===== config.mk =====
export PLATFORM = sky130hd
export DESIGN_NAME = cfgsel_top
export DESIGN_NICKNAME = d
export VERILOG_FILES = /design/src/core/cfgsel_pkg.sv /design/src/core/cfgsel_ref_switch.sv /design/src/core/cfgsel_top.sv
export SDC_FILE = /design/constraint.sdc
export NUM_CORES = 1
export LEC_CHECK = 0
export ABC_CLOCK_PERIOD_IN_PS = 2950
export BUFFER_PORTS_ARGS = -buffer_cell sky130_fd_sc_hd__buf_2
export CAP_MARGIN = 15
export CORE_ASPECT_RATIO = 1.2
export CORE_MARGIN = 3
export CORE_UTILIZATION = 55
export CTS_BUF_LIST = sky130_fd_sc_hd__clkbuf_4 sky130_fd_sc_hd__clkbuf_8
export CTS_CLUSTER_SIZE = 12
export DETAILED_ROUTE_END_ITERATION = 7
export HOLD_SLACK_MARGIN = 0.02
export PLACE_DENSITY_LB_ADDON = 0.08
export SYNTH_ARGS = -nofsm -noshare
export SYNTH_HDL_FRONTEND = slang
export SYNTH_SLANG_ARGS = --single-unit

===== constraint.sdc =====
create_clock -name i_clock -period 2.95 [get_ports i_clock]
set_input_delay 0.59 -clock i_clock [delete_from_list [all_inputs] [get_ports i_clock]]
set_output_delay 0.59 -clock i_clock [all_outputs]
set_load 0.03 [all_outputs]

===== src/core/cfgsel_pkg.sv =====
// constants for the configuration-select and reference-select block
// assumes a 100 MHz core clock and an outside register port for I2C writes
package cfgsel_pkg;
   localparam int unsigned CLK_MHZ = 100;
   localparam int unsigned T_BOOT_MS = 10;
   localparam int unsigned T_SETTLE_US = 1000;
   localparam int unsigned BOOT_CYC = T_BOOT_MS * 1000 * CLK_MHZ;
   localparam int unsigned SETTLE_CYC = T_SETTLE_US * CLK_MHZ;
   localparam int unsigned STRAP_WAIT = 3;
   localparam int CNT_W = 24;

   localparam logic [7:0] REG_SRC_OFS = 8'h13;
   localparam logic [7:0] REG_SS_OFS = 8'h14;
   localparam logic [7:0] REG_SRC_RST = 8'h00;
   localparam logic [7:0] REG_SS_RST = 8'h00;
   localparam int PRIM_BIT = 1;
   localparam int SM_HI_BIT = 7;
   localparam int SS_EN_BIT = 7;
   localparam int SS_DOWN_BIT = 6;
   localparam logic [3:0] SS_STEP_MIN = 4'h1;
   localparam logic [3:0] SS_STEP_MAX = 4'ha;
   localparam logic [1:0] CFG_ZERO = 2'h0;

   typedef enum logic [3:0] {
      CS_SAMPLE = 4'h1,
      CS_LOAD = 4'h2,
      CS_SETTLE = 4'h4,
      CS_RUN = 4'h8
   } cfgsel_state_e;

   typedef enum logic [2:0] {
      RS_RUN = 3'h1,
      RS_DRAIN = 3'h2,
      RS_WAIT = 3'h4
   } cfgsel_sw_e;
endpackage


===== src/core/cfgsel_ref_switch.sv =====
// glitch-free selection between two synchronised reference levels
// assumes both references are already synchronised to i_clock
`timescale 1ns/1ns
`default_nettype none
module cfgsel_ref_switch
   import cfgsel_pkg::*;
(
   input wire logic i_clock,
   input wire logic i_rst_n,
   input wire logic i_xtal,
   input wire logic i_diff,
   input wire logic i_sel,
   output logic o_ref,
   output logic o_cur_sel
);
   cfgsel_sw_e state_r, state_nxt;
   logic cur_r, cur_nxt;
   logic out_r, out_nxt;
   logic cur_lvl, new_lvl;

   ////////////////////////////////////////////////////////////////////
   always_comb
   begin
      cur_lvl = cur_r ? i_diff : i_xtal;
      new_lvl = i_sel ? i_diff : i_xtal;
      state_nxt = state_r;
      cur_nxt = cur_r;
      out_nxt = out_r;
      case (state_r)
         RS_RUN:
         begin
            out_nxt = cur_lvl;
            if (i_sel != cur_r)
               state_nxt = RS_DRAIN;
         end
         // let current high phase finish, then hold low
         RS_DRAIN:
         begin
            out_nxt = out_r & cur_lvl;
            if (!cur_lvl)
               state_nxt = RS_WAIT;
         end
         RS_WAIT:
         begin
            out_nxt = 1'b0;
            if (!new_lvl)
            begin
               cur_nxt = i_sel;
               state_nxt = RS_RUN;
            end
         end
         default:
         begin
            state_nxt = RS_RUN;
            out_nxt = 1'b0;
         end
      endcase
   end

   always_ff @(posedge i_clock)
   begin
      if (!i_rst_n)
      begin
         state_r <= RS_RUN;
         cur_r <= 1'b0;
         out_r <= 1'b0;
      end
      else
      begin
         state_r <= state_nxt;
         cur_r <= cur_nxt;
         out_r <= out_nxt;
      end
   end

   assign o_ref = out_r;
   assign o_cur_sel = cur_r;
endmodule
`default_nettype wire


===== src/core/cfgsel_top.sv =====
// power-up strap latch, configuration select and reference routing
// assumes a register port fed by an I2C slave outside this block
`timescale 1ns/1ns
`default_nettype none
module cfgsel_top
   import cfgsel_pkg::*;
#(
   parameter int unsigned BOOT_CYCLES = BOOT_CYC,
   parameter int unsigned SETTLE_CYCLES = SETTLE_CYC
)
(
   input wire logic i_clock,
   input wire logic i_rst_n,
   input wire logic i_strap_refout_pin,
   output logic o_strap_refout_pin,
   output logic o_strap_refout_oe_n,
   input wire logic i_cfg_select_hi,
   input wire logic i_cfg_select_lo,
   input wire logic i_stored_default_flag,
   input wire logic i_ref_choose_pin,
   input wire logic i_crystal_ref_input,
   input wire logic i_diff_ref_input,
   input wire logic i_reg_wr,
   input wire logic [7:0] i_reg_addr,
   input wire logic [7:0] i_reg_wdata,
   output logic [7:0] o_reg_rdata,
   output logic o_i2c_enable,
   output logic o_cfg_load,
   output logic [1:0] o_cfg_index,
   output logic o_cfg_i2c_defaults,
   output logic o_cfg_busy,
   output logic o_ref_to_pll,
   output logic o_ref_is_diff,
   output logic o_ss_enable,
   output logic o_ss_down,
   output logic [3:0] o_ss_step
);
   ////////////////////////////////////////////////////////////////////
   // pin synchronisers: first stage read only by second
   localparam int NSYNC = 6;
   logic [NSYNC-1:0] pin_raw;
   logic [NSYNC-1:0] meta_r;
   logic [NSYNC-1:0] sync_r;

   assign pin_raw = {i_strap_refout_pin, i_cfg_select_hi, i_cfg_select_lo,
      i_ref_choose_pin, i_crystal_ref_input, i_diff_ref_input};

   genvar g;
   generate
      for (g = 0; g < NSYNC; g++)
      begin : g_sync
         always_ff @(posedge i_clock)
         begin
            if (!i_rst_n)
            begin
               meta_r[g] <= 1'b0;
               sync_r[g] <= 1'b0;
            end
            else
            begin
               meta_r[g] <= pin_raw[g];
               sync_r[g] <= meta_r[g];
            end
         end
      end
   endgenerate

   logic strap_s, sel_hi_s, sel_lo_s, choose_s, xtal_s, diff_s;
   assign {strap_s, sel_hi_s, sel_lo_s, choose_s, xtal_s, diff_s} = sync_r;

   ////////////////////////////////////////////////////////////////////
   // configuration sequencer
   cfgsel_state_e state_r, state_nxt;
   logic strap_r, strap_nxt;
   logic [1:0] code_r, code_nxt;
   logic [CNT_W-1:0] boot_r, boot_nxt;
   logic [CNT_W-1:0] wait_r, wait_nxt;
   logic load_r, load_nxt;
   logic i2cdef_r, i2cdef_nxt;
   logic boot_done;
   logic pin_change;

   assign boot_done = (boot_r >= CNT_W'(BOOT_CYCLES));
   assign pin_change = ({sel_hi_s, sel_lo_s} != code_r);

   always_comb
   begin
      state_nxt = state_r;
      strap_nxt = strap_r;
      code_nxt = code_r;
      wait_nxt = wait_r;
      load_nxt = 1'b0;
      i2cdef_nxt = i2cdef_r;
      boot_nxt = boot_done ? boot_r : boot_r + 1'b1;
      case (state_r)
         CS_SAMPLE:
         begin
            wait_nxt = wait_r + 1'b1;
            if (wait_r == CNT_W'(STRAP_WAIT))
            begin
               strap_nxt = strap_s;
               state_nxt = CS_LOAD;
            end
         end
         CS_LOAD:
         begin
            load_nxt = 1'b1;
            wait_nxt = '0;
            if (strap_r)
            begin
               code_nxt = {sel_hi_s, sel_lo_s};
               i2cdef_nxt = 1'b0;
            end
            else
            begin
               code_nxt = CFG_ZERO;
               i2cdef_nxt = i_stored_default_flag;
            end
            state_nxt = CS_SETTLE;
         end
         CS_SETTLE:
         begin
            wait_nxt = wait_r + 1'b1;
            if (wait_r >= CNT_W'(SETTLE_CYCLES - 1))
               state_nxt = CS_RUN;
         end
         CS_RUN:
         begin
            // pin route only; strap low leaves changes to I2C
            if (strap_r && !i_stored_default_flag && boot_done && pin_change)
               state_nxt = CS_LOAD;
         end
         default:
         begin
            state_nxt = CS_SAMPLE;
         end
      endcase
   end

   always_ff @(posedge i_clock)
   begin
      if (!i_rst_n)
      begin
         state_r <= CS_SAMPLE;
         strap_r <= 1'b0;
         code_r <= CFG_ZERO;
         boot_r <= '0;
         wait_r <= '0;
         load_r <= 1'b0;
         i2cdef_r <= 1'b0;
      end
      else
      begin
         state_r <= state_nxt;
         strap_r <= strap_nxt;
         code_r <= code_nxt;
         boot_r <= boot_nxt;
         wait_r <= wait_nxt;
         load_r <= load_nxt;
         i2cdef_r <= i2cdef_nxt;
      end
   end

   logic sampled;
   assign sampled = (state_r != CS_SAMPLE);

   ////////////////////////////////////////////////////////////////////
   // registers reached over the I2C port
   logic [7:0] src_r, src_nxt;
   logic [7:0] ss_r, ss_nxt;
   logic reg_ok;

   assign reg_ok = sampled && !strap_r;

   always_comb
   begin
      src_nxt = src_r;
      ss_nxt = ss_r;
      if (reg_ok && i_reg_wr && (i_reg_addr == REG_SRC_OFS))
         src_nxt = i_reg_wdata;
      if (reg_ok && i_reg_wr && (i_reg_addr == REG_SS_OFS))
         ss_nxt = i_reg_wdata;
   end

   always_ff @(posedge i_clock)
   begin
      if (!i_rst_n)
      begin
         src_r <= REG_SRC_RST;
         ss_r <= REG_SS_RST;
      end
      else
      begin
         src_r <= src_nxt;
         ss_r <= ss_nxt;
      end
   end

   always_comb
   begin
      o_reg_rdata = 8'h00;
      if (reg_ok && (i_reg_addr == REG_SRC_OFS))
         o_reg_rdata = src_r;
      else if (reg_ok && (i_reg_addr == REG_SS_OFS))
         o_reg_rdata = ss_r;
   end

   ////////////////////////////////////////////////////////////////////
   // spread settings for the fractional output divider
   logic [3:0] step_raw;
   assign step_raw = ss_r[3:0];
   assign o_ss_enable = ss_r[SS_EN_BIT];
   assign o_ss_down = ss_r[SS_DOWN_BIT];
   // center 0.25% steps, down 0.5% steps, ten steps each
   assign o_ss_step = (step_raw < SS_STEP_MIN) ? SS_STEP_MIN :
      (step_raw > SS_STEP_MAX) ? SS_STEP_MAX : step_raw;

   ////////////////////////////////////////////////////////////////////
   // reference selection
   logic manual;
   logic want_diff;
   logic ref_lvl;
   logic refout_r, refout_nxt;

   assign manual = !src_r[SM_HI_BIT];
   assign want_diff = manual ? (src_r[PRIM_BIT] ^ choose_s) : src_r[PRIM_BIT];

   cfgsel_ref_switch u_switch (
      .i_clock(i_clock),
      .i_rst_n(i_rst_n),
      .i_xtal(xtal_s),
      .i_diff(diff_s),
      .i_sel(want_diff),
      .o_ref(ref_lvl),
      .o_cur_sel(o_ref_is_diff)
   );

   always_comb
   begin
      refout_nxt = sampled ? ref_lvl : 1'b0;
   end

   always_ff @(posedge i_clock)
   begin
      if (!i_rst_n)
         refout_r <= 1'b0;
      else
         refout_r <= refout_nxt;
   end

   assign o_ref_to_pll = ref_lvl;
   assign o_strap_refout_pin = refout_r;
   assign o_strap_refout_oe_n = !sampled;
   assign o_i2c_enable = reg_ok;
   assign o_cfg_load = load_r;
   assign o_cfg_index = code_r;
   assign o_cfg_i2c_defaults = i2cdef_r;
   assign o_cfg_busy = (state_r != CS_RUN);
endmodule
`default_nettype wire


==> results.txt <==
The first global-routing pass estimated 15,200 um of wire. After synthesis, the mean cell area works out to 8.40 um2. TritonCTS built the clock tree. The count of endpoints failing hold in the final timing report was 0. The worst hold path begins at meta_r[0]. For this run, the post-layout net count is 573.

The depth of the worst hold-timing path was 1. The floorplan core area was 0.00736 mm2; the flip-flop and latch area was 0.00182 mm2. The latest clock arrival within the worst-skew pair is 0.36 ns.

The worst flop-to-flop path startpoint was wait_r[5]. For the initial core utilization, the log shows 57.2%. By startpoint and endpoint, the worst setup path is classified as in -> out. The floorplan step defined a die boundary enclosing 0.00874 mm2. Using the TritonRoute via totals, the vias-per-cell ratio works out to 5.99.

The first detailed-routing pass took 5 iterations. Entering global routing, the biggest net connects 41 pins. For the highest clock rate, the log shows 355 MHz. The depth of the worst register-to-register path came out at 5. After clock tree synthesis, the setup repair step added 0 buffers. In the routed design, unresolved DRC markers number 0. The final period utilization was 95.6%; the setup violation total in the final timing report was 0. The tools report the count of hold buffers inserted by post-cts repair as 0.

The CTS H-tree depth was 3; the count of inserted antenna diode cells was 0. The layout has 636 filler cells. The half-perimeter wire length after placement came out at 6290 um. The via count of the first global-routing pass is 3,405, and the number of placement rows is 34.

In this run the worst path has a maximum fanout of 14. Endpoint type of the worst setup path: an output pin. Once placement completed, the tool counted placed cells totaling 623.

The worst hold path terminates at diff_s. From bottom edge to top edge, the die measures 102 um. The gate family responsible for the most delay along the worst path was simple AND/OR/NAND/NOR gates. Summing over every cut layer, the via total after detailed routing is 3,819. Setup repair after global routing left no endpoint under its margin.

STA classifies the critical path startpoint as a primary input. After detailed routing, the total wire length is 9270 um. The worst path in the final design needs a cycle of 2.82 ns, including I/O delays and setup. The setup slack of the most critical reg-to-reg path is 0.75 ns. The run gives 0.130 ns as the setup slack after layout.

By instance count, the cell type seen most on the critical path is sky130_fd_sc_hd__buf_2. The most common cell after layout, fill and taps aside is sky130_fd_sc_hd__dfxtp_1. Prior to clock tree synthesis, the placed netlist has a worst setup slack of 0.123 ns.

The normalized max-slew margin came out at 47.9%. Among all stages on the critical path, the largest delay is contributed by sky130_fd_sc_hd__or4b_1. Clock tree synthesis selected as its root buffer the cell sky130_fd_sc_hd__clkbuf_8.

Synthesis instantiated 53 different standard cells from the library. In the synthesized netlist, the number of instances is 501. The top cell types in the final layout, fill and taps aside, are sky130_fd_sc_hd__dfxtp_1 (91), sky130_fd_sc_hd__a21oi_1 (56), sky130_fd_sc_hd__nand2_1 (54).

For this run, the register share of the synthesized area comes to 43.3%. The longest clock path from root to sink contains 2 buffers. The maximum single-stage delay on the critical path is 0.53 ns, and the die width is 85.8 um. The run gives 2.36 ns as the data required time at the worst endpoint. Destination of the worst register-to-register timing path: wait_r[17]. The area growth from synthesis to layout is 12.0%.

The number of enable-type register cells in the synthesized netlist works out to 0. For this run, the leading register cell type out of synthesis is sky130_fd_sc_hd__dfxtp_1. The run finished with clean final reports.

Pin placement for this block handled 50 I/O pins. Dividing the detail-routed wire length by the instance count gives 14.5 um. The cell area that synthesis handed to floorplanning was 0.00421 mm2.

The finished layout holds 638 standard cells, fillers aside. Summed over all cells, the static leakage comes to 0.00169 uW. The share of flip-flops with an asynchronous set or reset after synthesis was 0%. The count of buffers added on input and output ports is 49. Global routing consumed, over all layers together, 21.4% of the routing resources. Synthesis produced a netlist with a net count of 530. Number of max-capacitance violations reported: 0.

The tools report the post-CTS resize count as 0. Clock-pin slew was measured on the worst setup and hold paths at 0.09 ns. Initial antenna violation count: 0. Counting both buffers and inverters, the worst setup path holds a total of 3. The completed layout was analyzed and its total power is 2390 uW. Synthesis inferred 91 register bits. The residual overflow from global routing came out at 0. IR analysis of the VDD net gives a maximum drop of 0.432 mV. During synthesis, Yosys emitted a total of 0 warnings.

For the worst setup path, the data arrival time is 2.23 ns. The number of sinks driven by the clock tree was 91. Of the cells placed in the final design, the portion with a size suffix greater than 1 is 16.2%. The first routing iteration left 166 violations.

The final clock skew was 0.0133 ns. For the pin with the worst max-slew slack, the measured transition is 0.780 ns. The number of slew-limit violations in the final report is 0, and the routability congestion estimate is 0.822. Hold timing on the final database bottoms out at a slack of 0.423 ns.

For the multi-input combinational cell area, the log shows 0.00224 mm2. The path type of the worst min-delay path was reg -> reg. The post-detailed-route count of antenna-violating nets is 0. The signal on the critical path passes through buf_2 > or4b_1 > nor4_2 > and3_1 > buf_4 > a22o_1 > buf_2. Buffers inserted during clock tree synthesis total 9.

For this design the ratio of total power to cell area is 507 mW/mm2. Adding up every negative setup slack in the final design gives 0 ns.
worst register-to-register path, cell delays in order (launching register included):
cell                      delay [ns]
sky130_fd_sc_hd__dfxtp_1        0.50
sky130_fd_sc_hd__nand4_1        0.19
sky130_fd_sc_hd__nor4_2         0.71
sky130_fd_sc_hd__nand3_2        0.27
sky130_fd_sc_hd__and3_1         0.26
sky130_fd_sc_hd__o21a_1         0.17
state kept, by name, summed over array words and instances (netlist names):
name and flops:
ss_r 8, o_cfg_load 1, src_r 8, o_cfg_i2c_defaults 1, diff_s 1, u_switch.state_r 3
meta_r 6, xtal_s 1, o_strap_refout_pin 1, strap_s 1, sel_lo_s 1, boot_r 24
choose_s 1, wait_r 24, sel_hi_s 1, u_switch.o_cur_sel 1, u_switch.o_ref 1, strap_r 1
o_cfg_index 2, state_r 4
metrics by stage:
step,utilization [%],instance area [um2]
final,64.0,4710
after global routing,64.0,4710
after CTS,64.0,4710
after detailed placement,61.7,4540
after global placement,61.7,4540
after floorplan,-,4210
kinds of logic (layout without fill, tap and decap cells):
family,after synthesis,after routing,share of synthesized area [%]
xor+xnor,6,6,1.25
simple gates,240,240,31.2
fa+ha+maj,3,3,0.892
buf+inv,35,82,3.33
compound gates,115,115,17.2
flops,91,91,43.3
mux,11,11,2.77
area by class of cell:
class                           count  area share [%]
Tap cell                           90            2.39
Inverter                            9           0.717
Clock inverter                      5           0.796
Timing Repair Buffer               58            6.90
Sequential cell                    91            38.7
Multi-Input combinational cell    375            47.6
Clock buffer                       10            2.92
synthesized netlist by cell type (5+ instances only):
master,instances,share of area (%)
sky130_fd_sc_hd__inv_1,8,0.71
sky130_fd_sc_hd__nand4_1,15,2.2
sky130_fd_sc_hd__a22o_1,8,1.7
sky130_fd_sc_hd__o31ai_1,16,2.9
sky130_fd_sc_hd__nand2_1,54,4.8
sky130_fd_sc_hd__o21ai_0,9,1.1
sky130_fd_sc_hd__or4_1,15,2.7
sky130_fd_sc_hd__nor3_1,6,0.71
sky130_fd_sc_hd__buf_2,5,0.59
sky130_fd_sc_hd__xnor2_1,6,1.2
sky130_fd_sc_hd__o41ai_1,5,1.0
sky130_fd_sc_hd__mux2i_1,6,1.4
sky130_fd_sc_hd__nand3b_1,7,1.2
sky130_fd_sc_hd__nand3_1,39,4.6
sky130_fd_sc_hd__and2_1,21,3.1
sky130_fd_sc_hd__nor2_1,37,3.3
sky130_fd_sc_hd__and3_1,9,1.3
sky130_fd_sc_hd__clkbuf_1,18,1.6
sky130_fd_sc_hd__mux2_2,5,1.3
sky130_fd_sc_hd__a21oi_1,56,6.7
sky130_fd_sc_hd__nor4_1,9,1.3
sky130_fd_sc_hd__dfxtp_1,91,43
how the worst max path moves through the flow:
stage	start	to	depth (start not counted)
final	i_reg_addr[5]	o_reg_rdata[4]	7
after global routing	i_reg_addr[5]	o_reg_rdata[4]	7
after CTS	i_reg_addr[5]	o_reg_rdata[4]	7
after detailed placement	i_reg_addr[5]	o_reg_rdata[4]	7
after global placement	i_reg_addr[5]	o_reg_rdata[1]	7
after floorplan	i_reg_addr[5]	o_reg_rdata[0]	6
metal layers:
metal  global-route usage (%)  wire length [um]  vias to the layer above
met4                     9.26               164                        0
met1                     27.4              4320                     1793
met5                        0                 0                        -
met3                     3.25               422                       12
met2                     36.0              4360                       91
li1                         -                 -                     1923
power by group:
| group | switching, uW | internal, uW |
|---|---|---|
| Combinational | 197 | 116 |
| Sequential | 36.6 | 1270 |
| Clock | 443 | 329 |
No activity file was read; power rests on OpenSTA's default activity.
